## config.mk

```make
export PLATFORM = sky130hd
export DESIGN_NAME = lptt_top
export DESIGN_NICKNAME = d
export VERILOG_FILES = /design/src/inc/lptt_pkg.sv /design/src/design/lptt_bip2.sv /design/src/design/lptt_top.sv
export VERILOG_INCLUDE_DIRS = /design/src /design/src/inc
export SDC_FILE = /design/constraint.sdc
export NUM_CORES = 1
export LEC_CHECK = 0
export ABC_AREA = 0
export ABC_CLOCK_PERIOD_IN_PS = 5600
export BUFFER_PORTS_ARGS = -buffer_cell sky130_fd_sc_hd__buf_2
export CAP_MARGIN = 0
export CORE_MARGIN = 4
export CORE_UTILIZATION = 40
export DETAILED_ROUTE_END_ITERATION = 8
export HOLD_SLACK_MARGIN = 0.03
export PLACE_DENSITY = 0.71
export SYNTH_ARGS = -nofsm -noshare
export SYNTH_HDL_FRONTEND = slang
export SYNTH_HIERARCHICAL = 1
export SYNTH_SLANG_ARGS = --single-unit
```

## constraint.sdc

```tcl
create_clock -name aclk -period 5.6 [get_ports aclk]
set_input_delay 0 -clock aclk [delete_from_list [all_inputs] [get_ports aclk]]
set_output_delay 0 -clock aclk [all_outputs]
set_load 0.01 [all_outputs]
```

## src/inc/lptt_defs.svh

```systemverilog
/*
 Constants of the low-order path trail termination: register offsets,
 field positions, reset values and timing counts.
 Assumes inclusion by bare name from the package and the testbench.
*/
`ifndef LPTT_DEFS_SVH
`define LPTT_DEFS_SVH

`define LPTT_VC12_PAYLOAD 136
`define LPTT_VC11_PAYLOAD 100
`define LPTT_POH_OCTETS 4
`define LPTT_SUBFRAMES 4
`define LPTT_VC12_SUB ((`LPTT_VC12_PAYLOAD + `LPTT_POH_OCTETS) / `LPTT_SUBFRAMES)
`define LPTT_VC11_SUB ((`LPTT_VC11_PAYLOAD + `LPTT_POH_OCTETS) / `LPTT_SUBFRAMES)
`define LPTT_MF_US 500

`define LPTT_SEC_US 1000000
`define LPTT_CLK_MHZ 100
`define LPTT_SEC_CYCLES (`LPTT_SEC_US * `LPTT_CLK_MHZ)

`define LPTT_OFF_CTRL 8'h00
`define LPTT_OFF_TX_TRACE 8'h04
`define LPTT_OFF_EXP_TRACE 8'h08
`define LPTT_OFF_STATUS 8'h0C
`define LPTT_OFF_NEAR_EBC 8'h10
`define LPTT_OFF_NEAR_DS 8'h14
`define LPTT_OFF_FAR_EBC 8'h18
`define LPTT_OFF_FAR_DS 8'h1C
`define LPTT_OFF_RPT_SEQ 8'h20

`define LPTT_CTRL_REPORT 0
`define LPTT_CTRL_BIDIR 1
`define LPTT_CTRL_VC11 2
`define LPTT_CTRL_RST 3'h0
`define LPTT_TRACE_RST 8'h00

`define LPTT_V5_BIP_HI 7
`define LPTT_V5_BIP_LO 6
`define LPTT_V5_REI 5
`define LPTT_V5_LBL_HI 3
`define LPTT_V5_LBL_LO 1
`define LPTT_V5_RDI 0
`define LPTT_LBL_UNEQ 3'h0

`define LPTT_RESP_OKAY 2'h0
`define LPTT_RESP_SLVERR 2'h2

`endif

```

## src/inc/lptt_pkg.sv

```systemverilog
/*
 Types and shared helpers of the low-order path trail termination.
 Assumes lptt_defs.svh is on the include path.
*/
`include "lptt_defs.svh"

package lptt_pkg;

	typedef struct packed {
		logic sof;
		logic [7:0] data;
	} lptt_strm_t;

	typedef enum logic [1:0] {
		LPTT_QUIET = 2'h1,
		LPTT_REPORT = 2'h2
	} lptt_rpt_st_t;

	// Even parity of odd and even bit positions, MSB is bit 1
	function automatic logic [1:0] lptt_fold(input logic [7:0] d);
		return {d[7] ^ d[5] ^ d[3] ^ d[1], d[6] ^ d[4] ^ d[2] ^ d[0]};
	endfunction

	// Path trace sits at the head of the second subframe
	function automatic logic lptt_is_j2(input logic [7:0] idx, input logic vc11);
		return idx == (vc11 ? 8'(`LPTT_VC11_SUB) : 8'(`LPTT_VC12_SUB));
	endfunction

endpackage

```

## src/design/lptt_bip2.sv

```systemverilog
/*
 Running BIP-2 accumulator over one multiframe of a byte stream.
 Assumes sof marks the V5 byte and arrives on the same clock.
*/
`timescale 1ns/1ps
`default_nettype none

module lptt_bip2 (
	// Clock and reset
	input wire logic aclk,
	input wire logic aresetn,
	// Byte stream
	input wire logic valid,
	input wire lptt_pkg::lptt_strm_t strm,
	// Parity of bytes so far, and a first sof byte seen
	output logic [1:0] acc,
	output logic seen
);
	import lptt_pkg::*;

	// At a sof byte, acc still holds the whole previous multiframe
	always_ff @(posedge aclk) begin
		if (!aresetn) begin
			acc <= 2'h0;
			seen <= 1'h0;
		end else if (valid) begin
			acc <= strm.sof ? lptt_fold(strm.data) : acc ^ lptt_fold(strm.data);
			if (strm.sof) begin
				seen <= 1'h1;
			end
		end
	end

endmodule

`default_nettype wire

```

## src/design/lptt_top.sv

```systemverilog
/*
 Low-order path trail termination for VC-12 and VC-11 multiframes with
 AXI4-Lite register access and one-second performance counters.
 Assumes both byte streams run on aclk with sof on the V5 byte.
*/
// Functional notes
// - VC-12 multiframe is 136 payload plus 4 overhead
// - VC-11 multiframe is 100 payload plus 4 overhead
// - Insert path trace and V5 bits 1-4, 8; code inserts bits 1-3 and 8, bit 4 passes through
// - Transmit path trace is software provisioned
// - BIP-2 in bits 1-2, REI 3, RDI 8
// - Unidirectional transmit sends REI and RDI zero
// - K4 and N2 pass on without generation
// - Mismatched received trace raises trace defect
// - BIP-2 over previous multiframe checked at V5
// - Any parity difference marks block errored
// - Bidirectional receive extracts REI and RDI
// - Unidirectional receive ignores REI and RDI
// - Label zero raises unequipped defect
// - Errors and defects integrated per second
// - Count near-end errored blocks per second
// - Near defect second on trace or unequipped
// - Count far-end errored blocks per second
// - Far defect second on received RDI
// - Deliver four counts each second when reporting
// - Unidirectional mode produces no far-end counts
// - Receive ignores K4, N2 and V5 bit 4
`timescale 1ns/1ps
`default_nettype none

module lptt_top #(
	parameter int unsigned SEC_CYCLES = `LPTT_SEC_CYCLES,
	parameter int unsigned CNT_W = 16
) (
	// Clock and reset
	input wire logic aclk,
	input wire logic aresetn,
	// AXI4-Lite write
	input wire logic [7:0] s_axi_awaddr,
	input wire logic s_axi_awvalid,
	output logic s_axi_awready,
	input wire logic [31:0] s_axi_wdata,
	input wire logic [3:0] s_axi_wstrb,
	input wire logic s_axi_wvalid,
	output logic s_axi_wready,
	output logic [1:0] s_axi_bresp,
	output logic s_axi_bvalid,
	input wire logic s_axi_bready,
	// AXI4-Lite read
	input wire logic [7:0] s_axi_araddr,
	input wire logic s_axi_arvalid,
	output logic s_axi_arready,
	output logic [31:0] s_axi_rdata,
	output logic [1:0] s_axi_rresp,
	output logic s_axi_rvalid,
	input wire logic s_axi_rready,
	// Transmit stream
	input wire logic tx_in_valid,
	input wire lptt_pkg::lptt_strm_t tx_in,
	output logic tx_out_valid,
	output lptt_pkg::lptt_strm_t tx_out,
	// Receive stream
	input wire logic rx_valid,
	input wire lptt_pkg::lptt_strm_t rx_in,
	output logic rx_out_valid,
	output lptt_pkg::lptt_strm_t rx_out
);
	import lptt_pkg::*;

	// Ten bits would already overflow at 2000 multiframes a second
	if (CNT_W < 12 || CNT_W > 32 || SEC_CYCLES < 2) begin : g_bad_param
		$error("lptt_top: CNT_W must be 12..32 and SEC_CYCLES at least 2");
	end

	function automatic logic lptt_mapped(input logic [7:0] a);
		return a[1:0] == 2'h0 && a <= `LPTT_OFF_RPT_SEQ;
	endfunction

	logic [2:0] ctrl_reg;
	logic [7:0] tx_trace_reg;
	logic [7:0] exp_trace_reg;
	lptt_rpt_st_t state_reg;
	logic report_en;
	logic bidir;
	logic vc11;
	assign report_en = state_reg == LPTT_REPORT;
	assign bidir = ctrl_reg[`LPTT_CTRL_BIDIR];
	assign vc11 = ctrl_reg[`LPTT_CTRL_VC11];

	// Write channel: address and data are held independently
	logic aw_held_reg;
	logic w_held_reg;
	logic [7:0] awaddr_reg;
	logic [31:0] wdata_reg;
	logic [3:0] wstrb_reg;
	logic wr_go;
	assign s_axi_awready = !aw_held_reg && !s_axi_bvalid;
	assign s_axi_wready = !w_held_reg && !s_axi_bvalid;
	assign wr_go = aw_held_reg && w_held_reg && !s_axi_bvalid;

	always_ff @(posedge aclk) begin
		if (!aresetn) begin
			aw_held_reg <= 1'h0;
			w_held_reg <= 1'h0;
			awaddr_reg <= 8'h00;
			wdata_reg <= 32'h0;
			wstrb_reg <= 4'h0;
		end else begin
			if (s_axi_awvalid && s_axi_awready) begin
				aw_held_reg <= 1'h1;
				awaddr_reg <= s_axi_awaddr;
			end else if (wr_go) begin
				aw_held_reg <= 1'h0;
			end
			if (s_axi_wvalid && s_axi_wready) begin
				w_held_reg <= 1'h1;
				wdata_reg <= s_axi_wdata;
				wstrb_reg <= s_axi_wstrb;
			end else if (wr_go) begin
				w_held_reg <= 1'h0;
			end
		end
	end

	always_ff @(posedge aclk) begin
		if (!aresetn) begin
			s_axi_bvalid <= 1'h0;
			s_axi_bresp <= `LPTT_RESP_OKAY;
		end else if (wr_go) begin
			s_axi_bvalid <= 1'h1;
			s_axi_bresp <= lptt_mapped(awaddr_reg) ? `LPTT_RESP_OKAY : `LPTT_RESP_SLVERR;
		end else if (s_axi_bready) begin
			s_axi_bvalid <= 1'h0;
		end
	end

	// Provisioning; only byte lane 0 carries these fields
	always_ff @(posedge aclk) begin
		if (!aresetn) begin
			ctrl_reg <= `LPTT_CTRL_RST;
			tx_trace_reg <= `LPTT_TRACE_RST;
			exp_trace_reg <= `LPTT_TRACE_RST;
		end else if (wr_go && wstrb_reg[0]) begin
			case (awaddr_reg)
				`LPTT_OFF_CTRL: ctrl_reg <= wdata_reg[2:0];
				`LPTT_OFF_TX_TRACE: tx_trace_reg <= wdata_reg[7:0];
				`LPTT_OFF_EXP_TRACE: exp_trace_reg <= wdata_reg[7:0];
				default: ctrl_reg <= ctrl_reg;
			endcase
		end
	end

	always_ff @(posedge aclk) begin
		if (!aresetn) begin
			state_reg <= LPTT_QUIET;
		end else begin
			case (ctrl_reg[`LPTT_CTRL_REPORT])
				1'h1: state_reg <= LPTT_REPORT;
				default: state_reg <= LPTT_QUIET;
			endcase
		end
	end

	// Transmit path
	logic [7:0] tx_idx_reg;
	logic [7:0] tx_cur;
	logic [1:0] tx_bip;
	logic tx_is_j2;
	logic rx_blk_err_reg;
	logic tim_reg;
	logic uneq_reg;
	lptt_strm_t tx_next;
	assign tx_cur = tx_in.sof ? 8'h00 : tx_idx_reg;
	assign tx_is_j2 = lptt_is_j2(tx_cur, vc11);

	always_comb begin
		tx_next = tx_in;
		if (tx_in.sof) begin
			tx_next.data[`LPTT_V5_BIP_HI:`LPTT_V5_BIP_LO] = tx_bip;
			tx_next.data[`LPTT_V5_REI] = bidir && rx_blk_err_reg;
			tx_next.data[`LPTT_V5_RDI] = bidir && (tim_reg || uneq_reg);
		end else if (tx_is_j2) begin
			tx_next.data = tx_trace_reg;
		end
	end

	lptt_bip2 u_tx_bip (
		.aclk(aclk),
		.aresetn(aresetn),
		.valid(tx_in_valid),
		.strm(tx_next),
		.acc(tx_bip),
		.seen()
	);

	always_ff @(posedge aclk) begin
		if (!aresetn) begin
			tx_idx_reg <= 8'h00;
			tx_out_valid <= 1'h0;
			tx_out <= '0;
		end else begin
			tx_out_valid <= tx_in_valid;
			if (tx_in_valid) begin
				tx_idx_reg <= 8'(tx_cur + 8'h01);
				tx_out <= tx_next;
			end
		end
	end

	// Receive path; only V5 and J2 positions are inspected
	logic [7:0] rx_idx_reg;
	logic [7:0] rx_cur;
	logic [1:0] rx_acc;
	logic rx_seen;
	logic rx_v5;
	logic rx_j2;
	logic rx_bip_err;
	logic rdi_reg;
	logic far_err_evt;
	assign rx_cur = rx_in.sof ? 8'h00 : rx_idx_reg;
	assign rx_v5 = rx_valid && rx_in.sof;
	assign rx_j2 = rx_valid && lptt_is_j2(rx_cur, vc11);
	assign rx_bip_err = rx_v5 && rx_seen &&
		rx_in.data[`LPTT_V5_BIP_HI:`LPTT_V5_BIP_LO] != rx_acc;
	assign far_err_evt = rx_v5 && bidir && rx_in.data[`LPTT_V5_REI];

	lptt_bip2 u_rx_bip (
		.aclk(aclk),
		.aresetn(aresetn),
		.valid(rx_valid),
		.strm(rx_in),
		.acc(rx_acc),
		.seen(rx_seen)
	);

	always_ff @(posedge aclk) begin
		if (!aresetn) begin
			rx_idx_reg <= 8'h00;
			rx_out_valid <= 1'h0;
			rx_out <= '0;
		end else begin
			rx_out_valid <= rx_valid;
			if (rx_valid) begin
				rx_idx_reg <= 8'(rx_cur + 8'h01);
				rx_out <= rx_in;
			end
		end
	end

	always_ff @(posedge aclk) begin
		if (!aresetn) begin
			tim_reg <= 1'h0;
			uneq_reg <= 1'h0;
			rdi_reg <= 1'h0;
			rx_blk_err_reg <= 1'h0;
		end else begin
			if (rx_j2) begin
				tim_reg <= rx_in.data != exp_trace_reg;
			end
			if (rx_v5) begin
				uneq_reg <= rx_in.data[`LPTT_V5_LBL_HI:`LPTT_V5_LBL_LO] == `LPTT_LBL_UNEQ;
				rdi_reg <= bidir && rx_in.data[`LPTT_V5_RDI];
				rx_blk_err_reg <= rx_bip_err;
			end else if (!bidir) begin
				rdi_reg <= 1'h0;
			end
		end
	end

	// One-second tick shared by every counter
	logic [31:0] sec_cnt_reg;
	logic sec_tick;
	assign sec_tick = sec_cnt_reg == 32'(SEC_CYCLES - 1);

	always_ff @(posedge aclk) begin
		if (!aresetn) begin
			sec_cnt_reg <= 32'h0;
		end else begin
			sec_cnt_reg <= sec_tick ? 32'h0 : 32'(sec_cnt_reg + 32'h1);
		end
	end

	// An event in the tick cycle belongs to the new second
	logic [CNT_W-1:0] near_cnt_reg;
	logic [CNT_W-1:0] far_cnt_reg;
	logic near_ds_reg;
	logic far_ds_reg;
	logic near_def;
	assign near_def = tim_reg || uneq_reg;

	always_ff @(posedge aclk) begin
		if (!aresetn) begin
			near_cnt_reg <= '0;
			near_ds_reg <= 1'h0;
		end else if (sec_tick) begin
			near_cnt_reg <= CNT_W'(rx_bip_err);
			near_ds_reg <= near_def;
		end else begin
			near_cnt_reg <= CNT_W'(near_cnt_reg + CNT_W'(rx_bip_err));
			near_ds_reg <= near_ds_reg || near_def;
		end
	end

	always_ff @(posedge aclk) begin
		if (!aresetn || !bidir) begin
			far_cnt_reg <= '0;
			far_ds_reg <= 1'h0;
		end else if (sec_tick) begin
			far_cnt_reg <= CNT_W'(far_err_evt);
			far_ds_reg <= rdi_reg;
		end else begin
			far_cnt_reg <= CNT_W'(far_cnt_reg + CNT_W'(far_err_evt));
			far_ds_reg <= far_ds_reg || rdi_reg;
		end
	end

	// Reports to the manager; frozen while not reporting
	logic [CNT_W-1:0] rpt_near_cnt_reg;
	logic [CNT_W-1:0] rpt_far_cnt_reg;
	logic rpt_near_ds_reg;
	logic rpt_far_ds_reg;
	logic [15:0] rpt_seq_reg;

	always_ff @(posedge aclk) begin
		if (!aresetn) begin
			rpt_near_cnt_reg <= '0;
			rpt_far_cnt_reg <= '0;
			rpt_near_ds_reg <= 1'h0;
			rpt_far_ds_reg <= 1'h0;
			rpt_seq_reg <= 16'h0;
		end else if (sec_tick && report_en) begin
			rpt_near_cnt_reg <= near_cnt_reg;
			rpt_far_cnt_reg <= far_cnt_reg;
			rpt_near_ds_reg <= near_ds_reg;
			rpt_far_ds_reg <= far_ds_reg;
			rpt_seq_reg <= 16'(rpt_seq_reg + 16'h1);
		end
	end

	// Read channel answers one cycle after the address is taken
	assign s_axi_arready = !s_axi_rvalid;

	always_ff @(posedge aclk) begin
		if (!aresetn) begin
			s_axi_rvalid <= 1'h0;
			s_axi_rdata <= 32'h0;
			s_axi_rresp <= `LPTT_RESP_OKAY;
		end else if (s_axi_arvalid && s_axi_arready) begin
			s_axi_rvalid <= 1'h1;
			s_axi_rresp <= lptt_mapped(s_axi_araddr) ? `LPTT_RESP_OKAY : `LPTT_RESP_SLVERR;
			case (s_axi_araddr)
				`LPTT_OFF_CTRL: s_axi_rdata <= 32'(ctrl_reg);
				`LPTT_OFF_TX_TRACE: s_axi_rdata <= 32'(tx_trace_reg);
				`LPTT_OFF_EXP_TRACE: s_axi_rdata <= 32'(exp_trace_reg);
				`LPTT_OFF_STATUS: s_axi_rdata <= report_en ?
					32'({rx_blk_err_reg, rdi_reg, uneq_reg, tim_reg}) : 32'h0;
				`LPTT_OFF_NEAR_EBC: s_axi_rdata <= 32'(rpt_near_cnt_reg);
				`LPTT_OFF_NEAR_DS: s_axi_rdata <= 32'(rpt_near_ds_reg);
				`LPTT_OFF_FAR_EBC: s_axi_rdata <= 32'(rpt_far_cnt_reg);
				`LPTT_OFF_FAR_DS: s_axi_rdata <= 32'(rpt_far_ds_reg);
				`LPTT_OFF_RPT_SEQ: s_axi_rdata <= 32'(rpt_seq_reg);
				default: s_axi_rdata <= 32'h0;
			endcase
		end else if (s_axi_rready) begin
			s_axi_rvalid <= 1'h0;
		end
	end
endmodule

`default_nettype wire

```

==> results summary, run 1 <==
The number of primary I/O pins came out at 140. Summed over all layers, the routed wires come to between 20 and 30 mm. Counting along the longest clock path gives a buffer depth of 3. The die boundary height came out at between 150 and 200 um. The clock insertion delay at the later pin of the skew report is 530 ps. The pin count of the biggest net entering global routing is 79. For the worst setup path, the data arrival time is between 3000 and 4000 ps.

The total leakage power is around 4.7 nW. Setup repair after global routing left no endpoint under its margin. The total of max-cap violations came out at 0. The number of synthesis warnings is 6. The buffer cell driving the clock tree root is sky130_fd_sc_hd__clkbuf_16. The global routing usage summed across all routing layers came out at between 10% and 20%.

The critical path goes through dlygate4sd3_1, buf_2, nand3_1, a21oi_1, ha_1, nand4_1, nor3_1, nand4_1, or3_1, a21oi_1. CTS built an H-tree with a depth of 1. After clock tree synthesis, the clock-pin slew on the worst setup and hold paths is about 60 ps. The area added between synthesis and finish is 21.1%. The detailed-routing iteration count for the pre-antenna-repair pass came out at 6.

The maximum VDD drop came out at 0.248 mV. The worst hold path belongs to the class input pin to flip-flop. The initial detailed-routing violation count came out at 603.

The initial antenna violation count was 2. The register with the most flip-flops in the layout has 32 of them. Detailed routing inserted a total of roughly 8600 vias. At the end of the flow, the number of nets in the layout was roughly 1400.

The area of the core region is 25200 um^2. For the pin with the worst max-slew slack, the measured transition is ~940 ps. The type of the setup path with the least slack is input pin to flip-flop. For this design, the sink count on the clock tree is 221.

The slowest library cell on the worst path is sky130_fd_sc_hd__nor3_1. The tightest slew margin relative to the limit came out at 37.1%. For this design the ratio of total power to cell area is between 200 and 300 nW/um^2. In the final layout, the share of cells above drive strength 1 is a little under an eighth. Once placement completed, the tool counted placed cells totaling 1522. The flow ran to the end, and the final reports show no timing, DRC or antenna violations. 0 antenna diodes ended up in the layout. The number of routed nets with antenna violations came out at 0. For this run, the top clock speed supported by timing is about 360 MHz.

The count of standard-cell rows is just under 60. The overall die width came out at 168 um. The number of global-route vias before repair came out at about 8300. The HPWL after detailed placement is roughly 17 mm.

The final standard cell count with taps included and fillers excluded is between 1500 and 2000. After global routing the overflow that remains totals 0. TritonCTS built the clock tree. The area enclosed by the die boundary is 28300 um^2.

The cell area after synthesis is just over 10000 um^2. The final RePlAce weighted congestion came out at 0.838. The starting density of the core came out at 40.7%.

The final count of pins violating max slew is 0. The count of endpoints failing setup in the final report is 0. Of all nets on the critical path, the largest fanout is 26. The gate count after technology mapping is 1152. The global-route wire length before repair came out at around 42 mm.

The synthesized area per cell is roughly 8.9 um^2. The number of buffers created by CTS came out at 24. The layout has 2262 filler cells. Using the TritonRoute via totals, the vias-per-cell ratio works out to ~5.3. The routed design could run at a clock period as short as ~2800 ps. After routing, the total negative slack on setup checks comes to 0 ps. The total of cells resized after clock tree synthesis is 0.

The final worst-path cycle share came out at 49.9%. The critical path required time is just over 6000 ps. The worst clock skew on the final layout is roughly 28 ps.

The largest stage delay on the critical path came out at about 550 ps. During placement, the flow inserted port buffers numbering 94. The worst setup path is captured at a flip-flop. The number of hold violations in the final report is 0. The worst setup path is launched from an input pin. For this run, design rule violations remaining after detail routing come to 0. The average wire per standard cell came out at about 16 um.
where the power goes:
group,leakage [nW],switching (W),internal [W]
clock network,0.389,0.000639,0.000940
logic,2.49,0.000124,0.000128
registers,1.79,0.0000220,0.00160
total,4.67,0.000785,0.00267
layout make-up:
class                      instances  area [um^2]  area share (%)
inverter                          17         63.8           0.514
timing repair buffer             174         1260            10.2
clock buffer                      31          677            5.45
tap                              330          413            3.33
multi-input combinational        856         5460            44.0
sequential                       221         4420            35.6
clock inverter                     9          109           0.877
critical path: cells and delay by family:
kind | cells | cell delay (ps)
AO/OA/AOI/OAI | 2 | 550
adder cells (fa/ha/maj) | 1 | 280
AND/OR/NAND/NOR | 5 | 1460
buffers and inverters | 2 | 960
stage by stage:
stage	util (%)	setup WS, ps	cell area [um^2]	hold slack (ps)	power [W]
final	49.3	2810	12400	58.9	0.00346
after global routing	49.3	2480	12400	81.8	0.00358
after CTS	49.3	2840	12400	30.5	0.00347
after detailed placement	43.2	2840	10900	251	0.00186
after global placement	43.2	2900	10900	241	0.00185
after floorplan	-	3240	10300	128	0.00180
worst paths after layout:
| path | start | end | slack, ps | cells after the start |
|---|---|---|---|---|
| max | rx_valid | near_cnt_reg[15] | 2810 | 10 |
| min | s_axi_araddr[7] | s_axi_rresp[1] | 60 | 4 |
| max reg2reg | sec_cnt_reg[12] | rpt_seq_reg[11] | 2870 | 6 |
| min reg2reg | s_axi_rdata[10] | s_axi_rdata[10] | 450 | 2 |
metal layers:
metal / routed length (um) / vias to the layer above / global-route usage, %
li1: - / 4244 / -
met2: 12200 / 241 / 29.9
met4: 585 / 4 / 4.80
met5: 24 / - / 0
met3: 1510 / 51 / 3.66
met1: 11100 / 4067 / 22.1
cells in the final DEF (no fill, tap or decap), types with 6 or more instances in the layout:
cell type,n
sky130_fd_sc_hd__nand2_1,157
sky130_fd_sc_hd__and3_1,11
sky130_fd_sc_hd__or4_1,6
sky130_fd_sc_hd__ha_1,9
sky130_fd_sc_hd__dlygate4sd3_1,76
sky130_fd_sc_hd__conb_1,18
sky130_fd_sc_hd__inv_1,17
sky130_fd_sc_hd__a21oi_1,25
sky130_fd_sc_hd__and4_1,10
sky130_fd_sc_hd__mux2i_1,59
sky130_fd_sc_hd__or3_1,9
sky130_fd_sc_hd__mux2_2,7
sky130_fd_sc_hd__clkbuf_16,24
sky130_fd_sc_hd__nor3_1,18
sky130_fd_sc_hd__o21ai_0,38
sky130_fd_sc_hd__nand2b_1,14
sky130_fd_sc_hd__buf_2,93
sky130_fd_sc_hd__nand3b_1,7
sky130_fd_sc_hd__nor2_1,76
sky130_fd_sc_hd__and2_1,23
sky130_fd_sc_hd__nor2b_1,75
sky130_fd_sc_hd__a222oi_1,8
sky130_fd_sc_hd__nor4_1,24
sky130_fd_sc_hd__xor2_1,44
sky130_fd_sc_hd__nand3_1,38
sky130_fd_sc_hd__dfxtp_1,221
sky130_fd_sc_hd__xnor2_1,40
sky130_fd_sc_hd__a31oi_1,6
sky130_fd_sc_hd__nand4_1,20
sky130_fd_sc_hd__a21boi_0,52
timing repair:
item | CTS | global route
setup buffers | 0 | 0
endpoints found under the hold margin | 54 | 0
hold buffers | 76 | 0
Note: power is estimated with default switching activity, not from simulation.
==> run 2, diff against run 1 <==
- ABC_CLOCK_PERIOD_IN_PS: 5600 -> 2400
- PLACE_DENSITY: 0.71 -> 0.73
- clock period: 5.6 -> 2.4 ns (I/O delays scaled with it)
==> results summary, run 2 (synthesis gave the netlist of run 1 again) <==
The run finished with clean final reports. The number of levels the H-tree was split into is 1. The maximum number of buffers from clock root to sink came out at 3. The highest layer touched by signal routing is met5.

The number of global-route vias before repair is 8831. The core region is ~25000 um^2. The peak fanout along the critical path is 8. In the finished design, the share of the clock period the worst path needs comes to a little over nine tenths. The path with the worst hold slack has its endpoint at wdata_reg[3]. The overall die width came out at approximately 170 um. The register with the most flip-flops in the layout has 32 of them. After the flow finishes, the layout carries non-filler instances totaling ~1700.

The number of buffers inserted by port buffering is 94. The critical path required time came out at ~2900 ps. STA classifies the critical path startpoint as a flip-flop. The number of primary I/O pins is 140.

After detailed routing, the met3 layer carries ~1.7 mm of wire. The met1 wire length is between 10 and 15 mm. The antenna cell count came out at 0. The later pin in the worst-skew pair is clocked with a latency of around 540 ps. The post-route cell area came out at ~13000 um^2. STA puts the critical path data arrival time at 2750 ps. The proportion of power drawn by combinational gates is 7.5%. TritonCTS built the clock tree. Setup violations remaining at the end of the flow were counted as 0. The detailed-routing iteration count for the pre-antenna-repair pass came out at 5. The initial antenna violation count came out at 2. In the layout the commonest cells are sky130_fd_sc_hd__dfxtp_1, sky130_fd_sc_hd__nand2_1, sky130_fd_sc_hd__buf_2. The setup slack after placement is -22.5 ps. The switching power as a share of total power came out at between 20% and 30%. In this run, placement finished with an instance count of 1563. The maximum VDD drop came out at about 0.53 mV. The final route contains just under 9000 vias.

The worst register-to-register path has a setup slack of 100 ps. Setup slack closes at roughly 100 ps. The number of hold violations in the final report came out at 0.

The average wire per standard cell is 16.0 um. The part of the total power dissipated in sequential elements came out at between 40% and 50%. The critical path goes through nor2_2, and2_2, nand2_1, dlygate4sd3_1, a21boi_0, dlygate4sd3_1. The reg-to-reg critical path endpoint is awaddr_reg[1]. The minimum period implied by the final worst setup slack is around 2300 ps. The path class of the lowest-slack min-delay path is input pin to flip-flop. The residual overflow from global routing came out at 0.

In this run the power density over the cells is about 640 nW/um^2. The commonest non-fill, non-tap cell in the layout is sky130_fd_sc_hd__dfxtp_1. The startpoint identified for the worst hold timing path is s_axi_wvalid. Using the TritonRoute via totals, the vias-per-cell ratio works out to approximately 5.2.

The number of routed nets with antenna violations is 0. The pin count of the biggest net entering global routing is between 40 and 50. The design internal power is 0.00636 W. The maximum clock rate is 435 MHz.

The largest individual stage delay along the critical path comes from the cell sky130_fd_sc_hd__dlygate4sd3_1. The count of fill cells added during filler insertion came out at 2238. The most numerous cell type found on the critical path is sky130_fd_sc_hd__dlygate4sd3_1. The final count of pins violating max slew came to 0. The transition time at the pin with the least slew margin is between 700 and 800 ps. The die is 168 um tall.

The worst register-to-register path begins at s_axi_bvalid. The type of the setup path with the least slack is flip-flop to flip-flop. For this design the total switching power over the nets is roughly 0.0019 W. The global routing usage summed across all routing layers came out at between 10% and 20%. The fraction of layout cells with a size suffix above 1 came out at 15.0%. The final RePlAce weighted congestion is between 0.8 and 0.9.

The final setup TNS is 0 ps. Buffers inserted during clock tree synthesis total 25. The portion of total power attributed to the clock network is between 40% and 50%.

In this run the cell area measured after placement is roughly 11000 um^2. Max-cap violations in this run came to 0. The die covers 28300 um^2. The global-route wire length before repair is about 45 mm. The starting density of the core came out at 40.7%. The number of DRC violations after detailed routing is 0. The count of standard-cell rows came out at 58. The clock-pin slew of the registers on the worst-case setup and hold paths is ~60 ps.

The area growth from synthesis to layout is 26.2%. The HPWL after detailed placement is about 18 mm. The tightest slew margin relative to the limit is a little over half. The largest stage delay on the critical path is between 500 and 600 ps. For this design the static power due to leakage is between 4 and 5 nW. The worst setup path is captured at a flip-flop. The number of sinks driven by the clock tree came out at approximately 220. The critical path buffer and inverter count came out at 2.

The aggregate routed wire length came out at 27.1 mm. In this run the clock root is driven by a sky130_fd_sc_hd__clkbuf_16. The cell depth of the worst min-delay path is 4. After detailed routing, the met2 layer carries 13.0 mm of wire. The cell family with the largest share of critical-path delay is buffers and inverters.

The total design power is approximately 0.0083 W. The path depth of the worst reg2reg path is 6. The worst clock skew on the final layout came out at 35.8 ps.

The post-layout net count came out at between 1000 and 1500. After the first detailed-routing iteration, the DRC count stood at 607.
==> run 2: cell count changes in the layout (fill, tap and decap cells not counted), sizes merged <==
cell,delta
o2111a,+1
clkbuf,+5
dlygate4sd3,+6
inv,+2
clkinv,-1
buf,+43
==> run 2: timing repair <==
item | 4_1_cts | 5_1_grt
hold buffers | 82 | 0
resized for setup | 1 | 13
cloned | 0 | 1
pin swaps | 0 | 2
buffers inserted | 0 | 2
endpoints found under the hold margin | 78 | 0
setup endpoints to repair | 1 | 25
==> run 2: power groups by stage <==
stage	sequential (W)	combinational [W]	clock [W]
after floorplan	0.00387	0.000333	0
after global placement	0.00386	0.000480	0
after detailed placement	0.00387	0.000489	0
after CTS	0.00379	0.000596	0.00392
after global routing	0.00380	0.000682	0.00407
final	0.00379	0.000624	0.00386
==> run 2: routing by layer <==
| layer | track usage [%] | vias up |
|---|---|---|
| met2 | 32.5 | 278 |
| li1 | - | 4357 |
| met3 | 3.62 | 83 |
| met1 | 23.3 | 4113 |
| met4 | 6.85 | 4 |
| met5 | 0 | - |
==> run 2: final cells by class <==
type / instances / area, um^2 / share of cell area, %
Clock buffer: 36 / 717 / 5.54
Clock inverter: 10 / 114 / 0.880
Inverter: 17 / 63.8 / 0.493
Multi-Input combinational cell: 857 / 5520 / 42.7
Sequential cell: 221 / 4430 / 34.2
Tap cell: 330 / 413 / 3.19
Timing Repair Buffer: 223 / 1680 / 13.0
==> run 2: worst reg2reg max path, cell delays in order (launching register included) <==
cell and delay [ps]:
sky130_fd_sc_hd__dfxtp_1 370, sky130_fd_sc_hd__nor2_2 190, sky130_fd_sc_hd__and2_2 260, sky130_fd_sc_hd__nand2_1 100
sky130_fd_sc_hd__dlygate4sd3_1 590, sky130_fd_sc_hd__a21boi_0 170, sky130_fd_sc_hd__dlygate4sd3_1 570
==> run 2: per-stage QoR <==
| step | hold slack, ps | util [%] |
|---|---|---|
| 2_1_floorplan | 128 | - |
| 3_3_place_gp | 241 | 44.5 |
| 3_5_place_dp | 247 | 44.5 |
| 4_1_cts | 30.1 | 51.1 |
| 5_1_grt | 103 | 51.4 |
| 6_report | 77.3 | 51.4 |
==> run 2: how the worst max path moves through the flow <==
stage                     cells after the start           start  slack [ps]               to
final                                         6    s_axi_bvalid         100    awaddr_reg[1]
after global routing                          6    s_axi_bvalid         -10    awaddr_reg[1]
after floorplan                              10   tx_idx_reg[5]          40  u_tx_bip/acc[1]
after CTS                                     7  sec_cnt_reg[0]          60   rpt_seq_reg[3]
after detailed placement                      8     ctrl_reg[2]         -20  u_tx_bip/acc[1]
after global placement                        8     ctrl_reg[2]          40  u_tx_bip/acc[1]
==> run 3, diff against run 2 <==
- CTS_BUF_LIST: default -> sky130_fd_sc_hd__clkbuf_16
==> results summary, run 3 (synthesis gave the netlist of run 1 again) <==
The flow ran to the end, and the final reports show no timing, DRC or antenna violations. The arrival time of the worst setup path came out at between 2000 and 3000 ps. The buffer cell driving the clock tree root is sky130_fd_sc_hd__clkbuf_16. The pin count of the biggest net entering global routing came out at between 40 and 50.

The number of sinks driven by the clock tree came out at 221. For the finished layout, the period the worst path requires is 2380 ps. STA classifies the critical path startpoint as a flip-flop.

The origin of the worst min-delay path is s_axi_wvalid. The global routing usage summed across all routing layers is between 10% and 20%. The area enclosed by the die boundary is 28300 um^2. The tightest slew margin relative to the limit came out at a little under three fifths. The startpoint of the worst-slack reg-to-reg timing path is tx_idx_reg[3]. The routed length on met3 came out at 1.62 mm. For the worst setup path, the data required time is approximately 2800 ps. The kind of cell with the highest combined delay along the critical path is multiplexers.

The peak fanout along the critical path is 4. The number of primary I/O pins is between 100 and 150. The number of routed nets with antenna violations came out at 0. The area added between synthesis and finish came out at 25.9%. The critical path buffer and inverter count came out at 2.

The total leakage power came out at 4.95 nW. The worst clock skew on the final layout came out at approximately 29 ps. The region available for standard cell placement spans roughly 25000 um^2.

The clock passes through at most 3 buffers. The final standard cell count with taps included and fillers excluded came out at between 1500 and 2000. The CTS tree is yes.

The count of fill cells added during filler insertion is 2250. The part of the total power dissipated in sequential elements came out at a little under half. The length of routed met2 wiring came out at 13.3 mm. The number of global-route vias before repair is 8792. In this design, the stage delay of the slowest critical-path cell is 370 ps. The worst setup slack after layout came out at ~19 ps. Among all stages on the critical path, the largest delay is contributed by sky130_fd_sc_hd__mux2_2. The overall die width is 168 um.

Across all layers, the routed design uses a little under 9000 vias. In this run the number of H-tree levels came out at 1. The count of endpoints failing setup in the final report came out at 0.

The number of hold violations in the final report is 0. The number of buffers created by CTS is 25. The maximum clock rate is approximately 420 MHz. The initial detailed-routing violation count came out at approximately 570. Power spread over the standard cell area amounts to ~630 nW/um^2. Among the stages of the critical path, the cell type that occurs most often is sky130_fd_sc_hd__buf_4. The die boundary height came out at 168 um.

The post-layout net count is approximately 1400. The proportion of power drawn by combinational gates is around 7.8%. The maximum VDD drop came out at around 0.53 mV. The worst hold path belongs to the class input pin to flip-flop.

The total of max-cap violations is 0. The fraction of layout cells with a size suffix above 1 is between 10% and 20%. The final RePlAce weighted congestion is approximately 0.87. The initial antenna violation count came to 3.

The post-placement cell count is 1563. The aggregate routed wire length came out at roughly 27 mm. The internal power of the cells totals 0.00617 W. The number of DRC violations after detailed routing came out at 0. The HPWL after detailed placement is roughly 18 mm.

The critical path goes through nor4bb_4, buf_4, o2111a_1, buf_4, mux2_2, xnor2_1, xnor3_1, mux2i_1, nor2b_1. The launch point of the critical path is tx_idx_reg[3]. The switching power as a share of total power is a little under a quarter. The final count of pins violating max slew is 0. The detailed-routing iteration count for the pre-antenna-repair pass is 5. The starting density of the core came out at 40.7%.

The commonest non-fill, non-tap cell in the layout is sky130_fd_sc_hd__dfxtp_1. The residual overflow from global routing is 0. The number of buffers inserted by port buffering is 94. The net switching power of the design came out at 0.00191 W. The count of standard-cell rows is 58.

The uppermost layer routed is met5. The clock-pin slew of the registers on the worst-case setup and hold paths is about 60 ps. The later pin in the worst-skew pair is clocked with a latency of 530 ps.

The average wire per standard cell is between 15 and 20 um. The worst path uses about 99% of the clock period. The transition time at the pin with the least slew margin came out at ~670 ps. After detailed routing, the wire length on met1 is around 11 mm. The library cells used most frequently in the layout, excluding fill and tap cells, are sky130_fd_sc_hd__dfxtp_1, sky130_fd_sc_hd__nand2_1, sky130_fd_sc_hd__buf_2.

The critical path is of the flip-flop to flip-flop type. The first global-routing pass estimated 44.9 mm of wire. Of the total power, the clock network draws between 40 and 50%. The kind of end point of the critical path is a flip-flop. The setup slack after placement came out at -22.5 ps. The per-cell via count in the routed design came out at around 5.2. The register with the most flip-flops in the layout has 32 of them.
[run 3: per-stage QoR]
step / hold slack, ps / setup TNS [ps] / utilization [%] / cell area [um^2] / total power [W]
after floorplan: 128 / 0 / - / 10300 / 0.00420
after global placement: 241 / 0 / 44.5 / 11200 / 0.00435
after detailed placement: 247 / -22.5 / 44.5 / 11200 / 0.00436
after CTS: 32.8 / 0 / 50.9 / 12800 / 0.00811
after global routing: 103 / -17.7 / 51.2 / 12900 / 0.00836
final: 88.0 / 0 / 51.2 / 12900 / 0.00808
[run 3: worst paths after layout]
| check | endpoint | slack, ps | cells after the start |
|---|---|---|---|
| max | u_tx_bip/acc[0] | 20 | 9 |
| min | wdata_reg[3] | 90 | 4 |
| max reg2reg | u_tx_bip/acc[0] | 20 | 9 |
| min reg2reg | s_axi_rdata[5] | 450 | 2 |
[run 3: per-layer routing]
metal	up-vias	track usage, %
met4	4	7.37
met2	277	32.9
li1	4356	-
met5	-	0
met1	4144	23.3
met3	89	3.36
[run 3: final cells by class]
| cell class | count | area (um^2) | share of cell area [%] |
|---|---|---|---|
| Sequential cell | 221 | 4430 | 34.3 |
| Clock buffer | 25 | 626 | 4.85 |
| Multi-Input combinational cell | 857 | 5520 | 42.8 |
| Clock inverter | 21 | 155 | 1.20 |
| Timing Repair Buffer | 224 | 1690 | 13.1 |
| Inverter | 17 | 63.8 | 0.495 |
| Antenna cell | 1 | 2.50 | 0.0194 |
| Tap cell | 330 | 413 | 3.20 |
[run 3: power groups by stage]
stage / clock, W / combinational [W] / sequential, W
after detailed placement: 0 / 0.000489 / 0.00387
after floorplan: 0 / 0.000333 / 0.00387
after global placement: 0 / 0.000480 / 0.00386
final: 0.00366 / 0.000632 / 0.00379
after CTS: 0.00372 / 0.000597 / 0.00379
after global routing: 0.00387 / 0.000686 / 0.00380
[run 3: worst register-to-register path, cell delays in order, from the launching register on]
cell,delay [ps]
sky130_fd_sc_hd__dfxtp_1,340
sky130_fd_sc_hd__nor4bb_4,320
sky130_fd_sc_hd__buf_4,150
sky130_fd_sc_hd__o2111a_1,240
sky130_fd_sc_hd__buf_4,150
sky130_fd_sc_hd__mux2_2,370
sky130_fd_sc_hd__xnor2_1,230
sky130_fd_sc_hd__xnor3_1,250
sky130_fd_sc_hd__mux2i_1,140
sky130_fd_sc_hd__nor2b_1,70
[run 3: repair_timing]
action                                 in CTS  in global routing
endpoints found under the hold margin      77                  0
pin swaps                                   0                  2
buffers inserted                            0                  2
setup endpoints to repair                   1                 25
cloned                                      0                  1
hold buffers                               83                  0
resized for setup                           1                 16
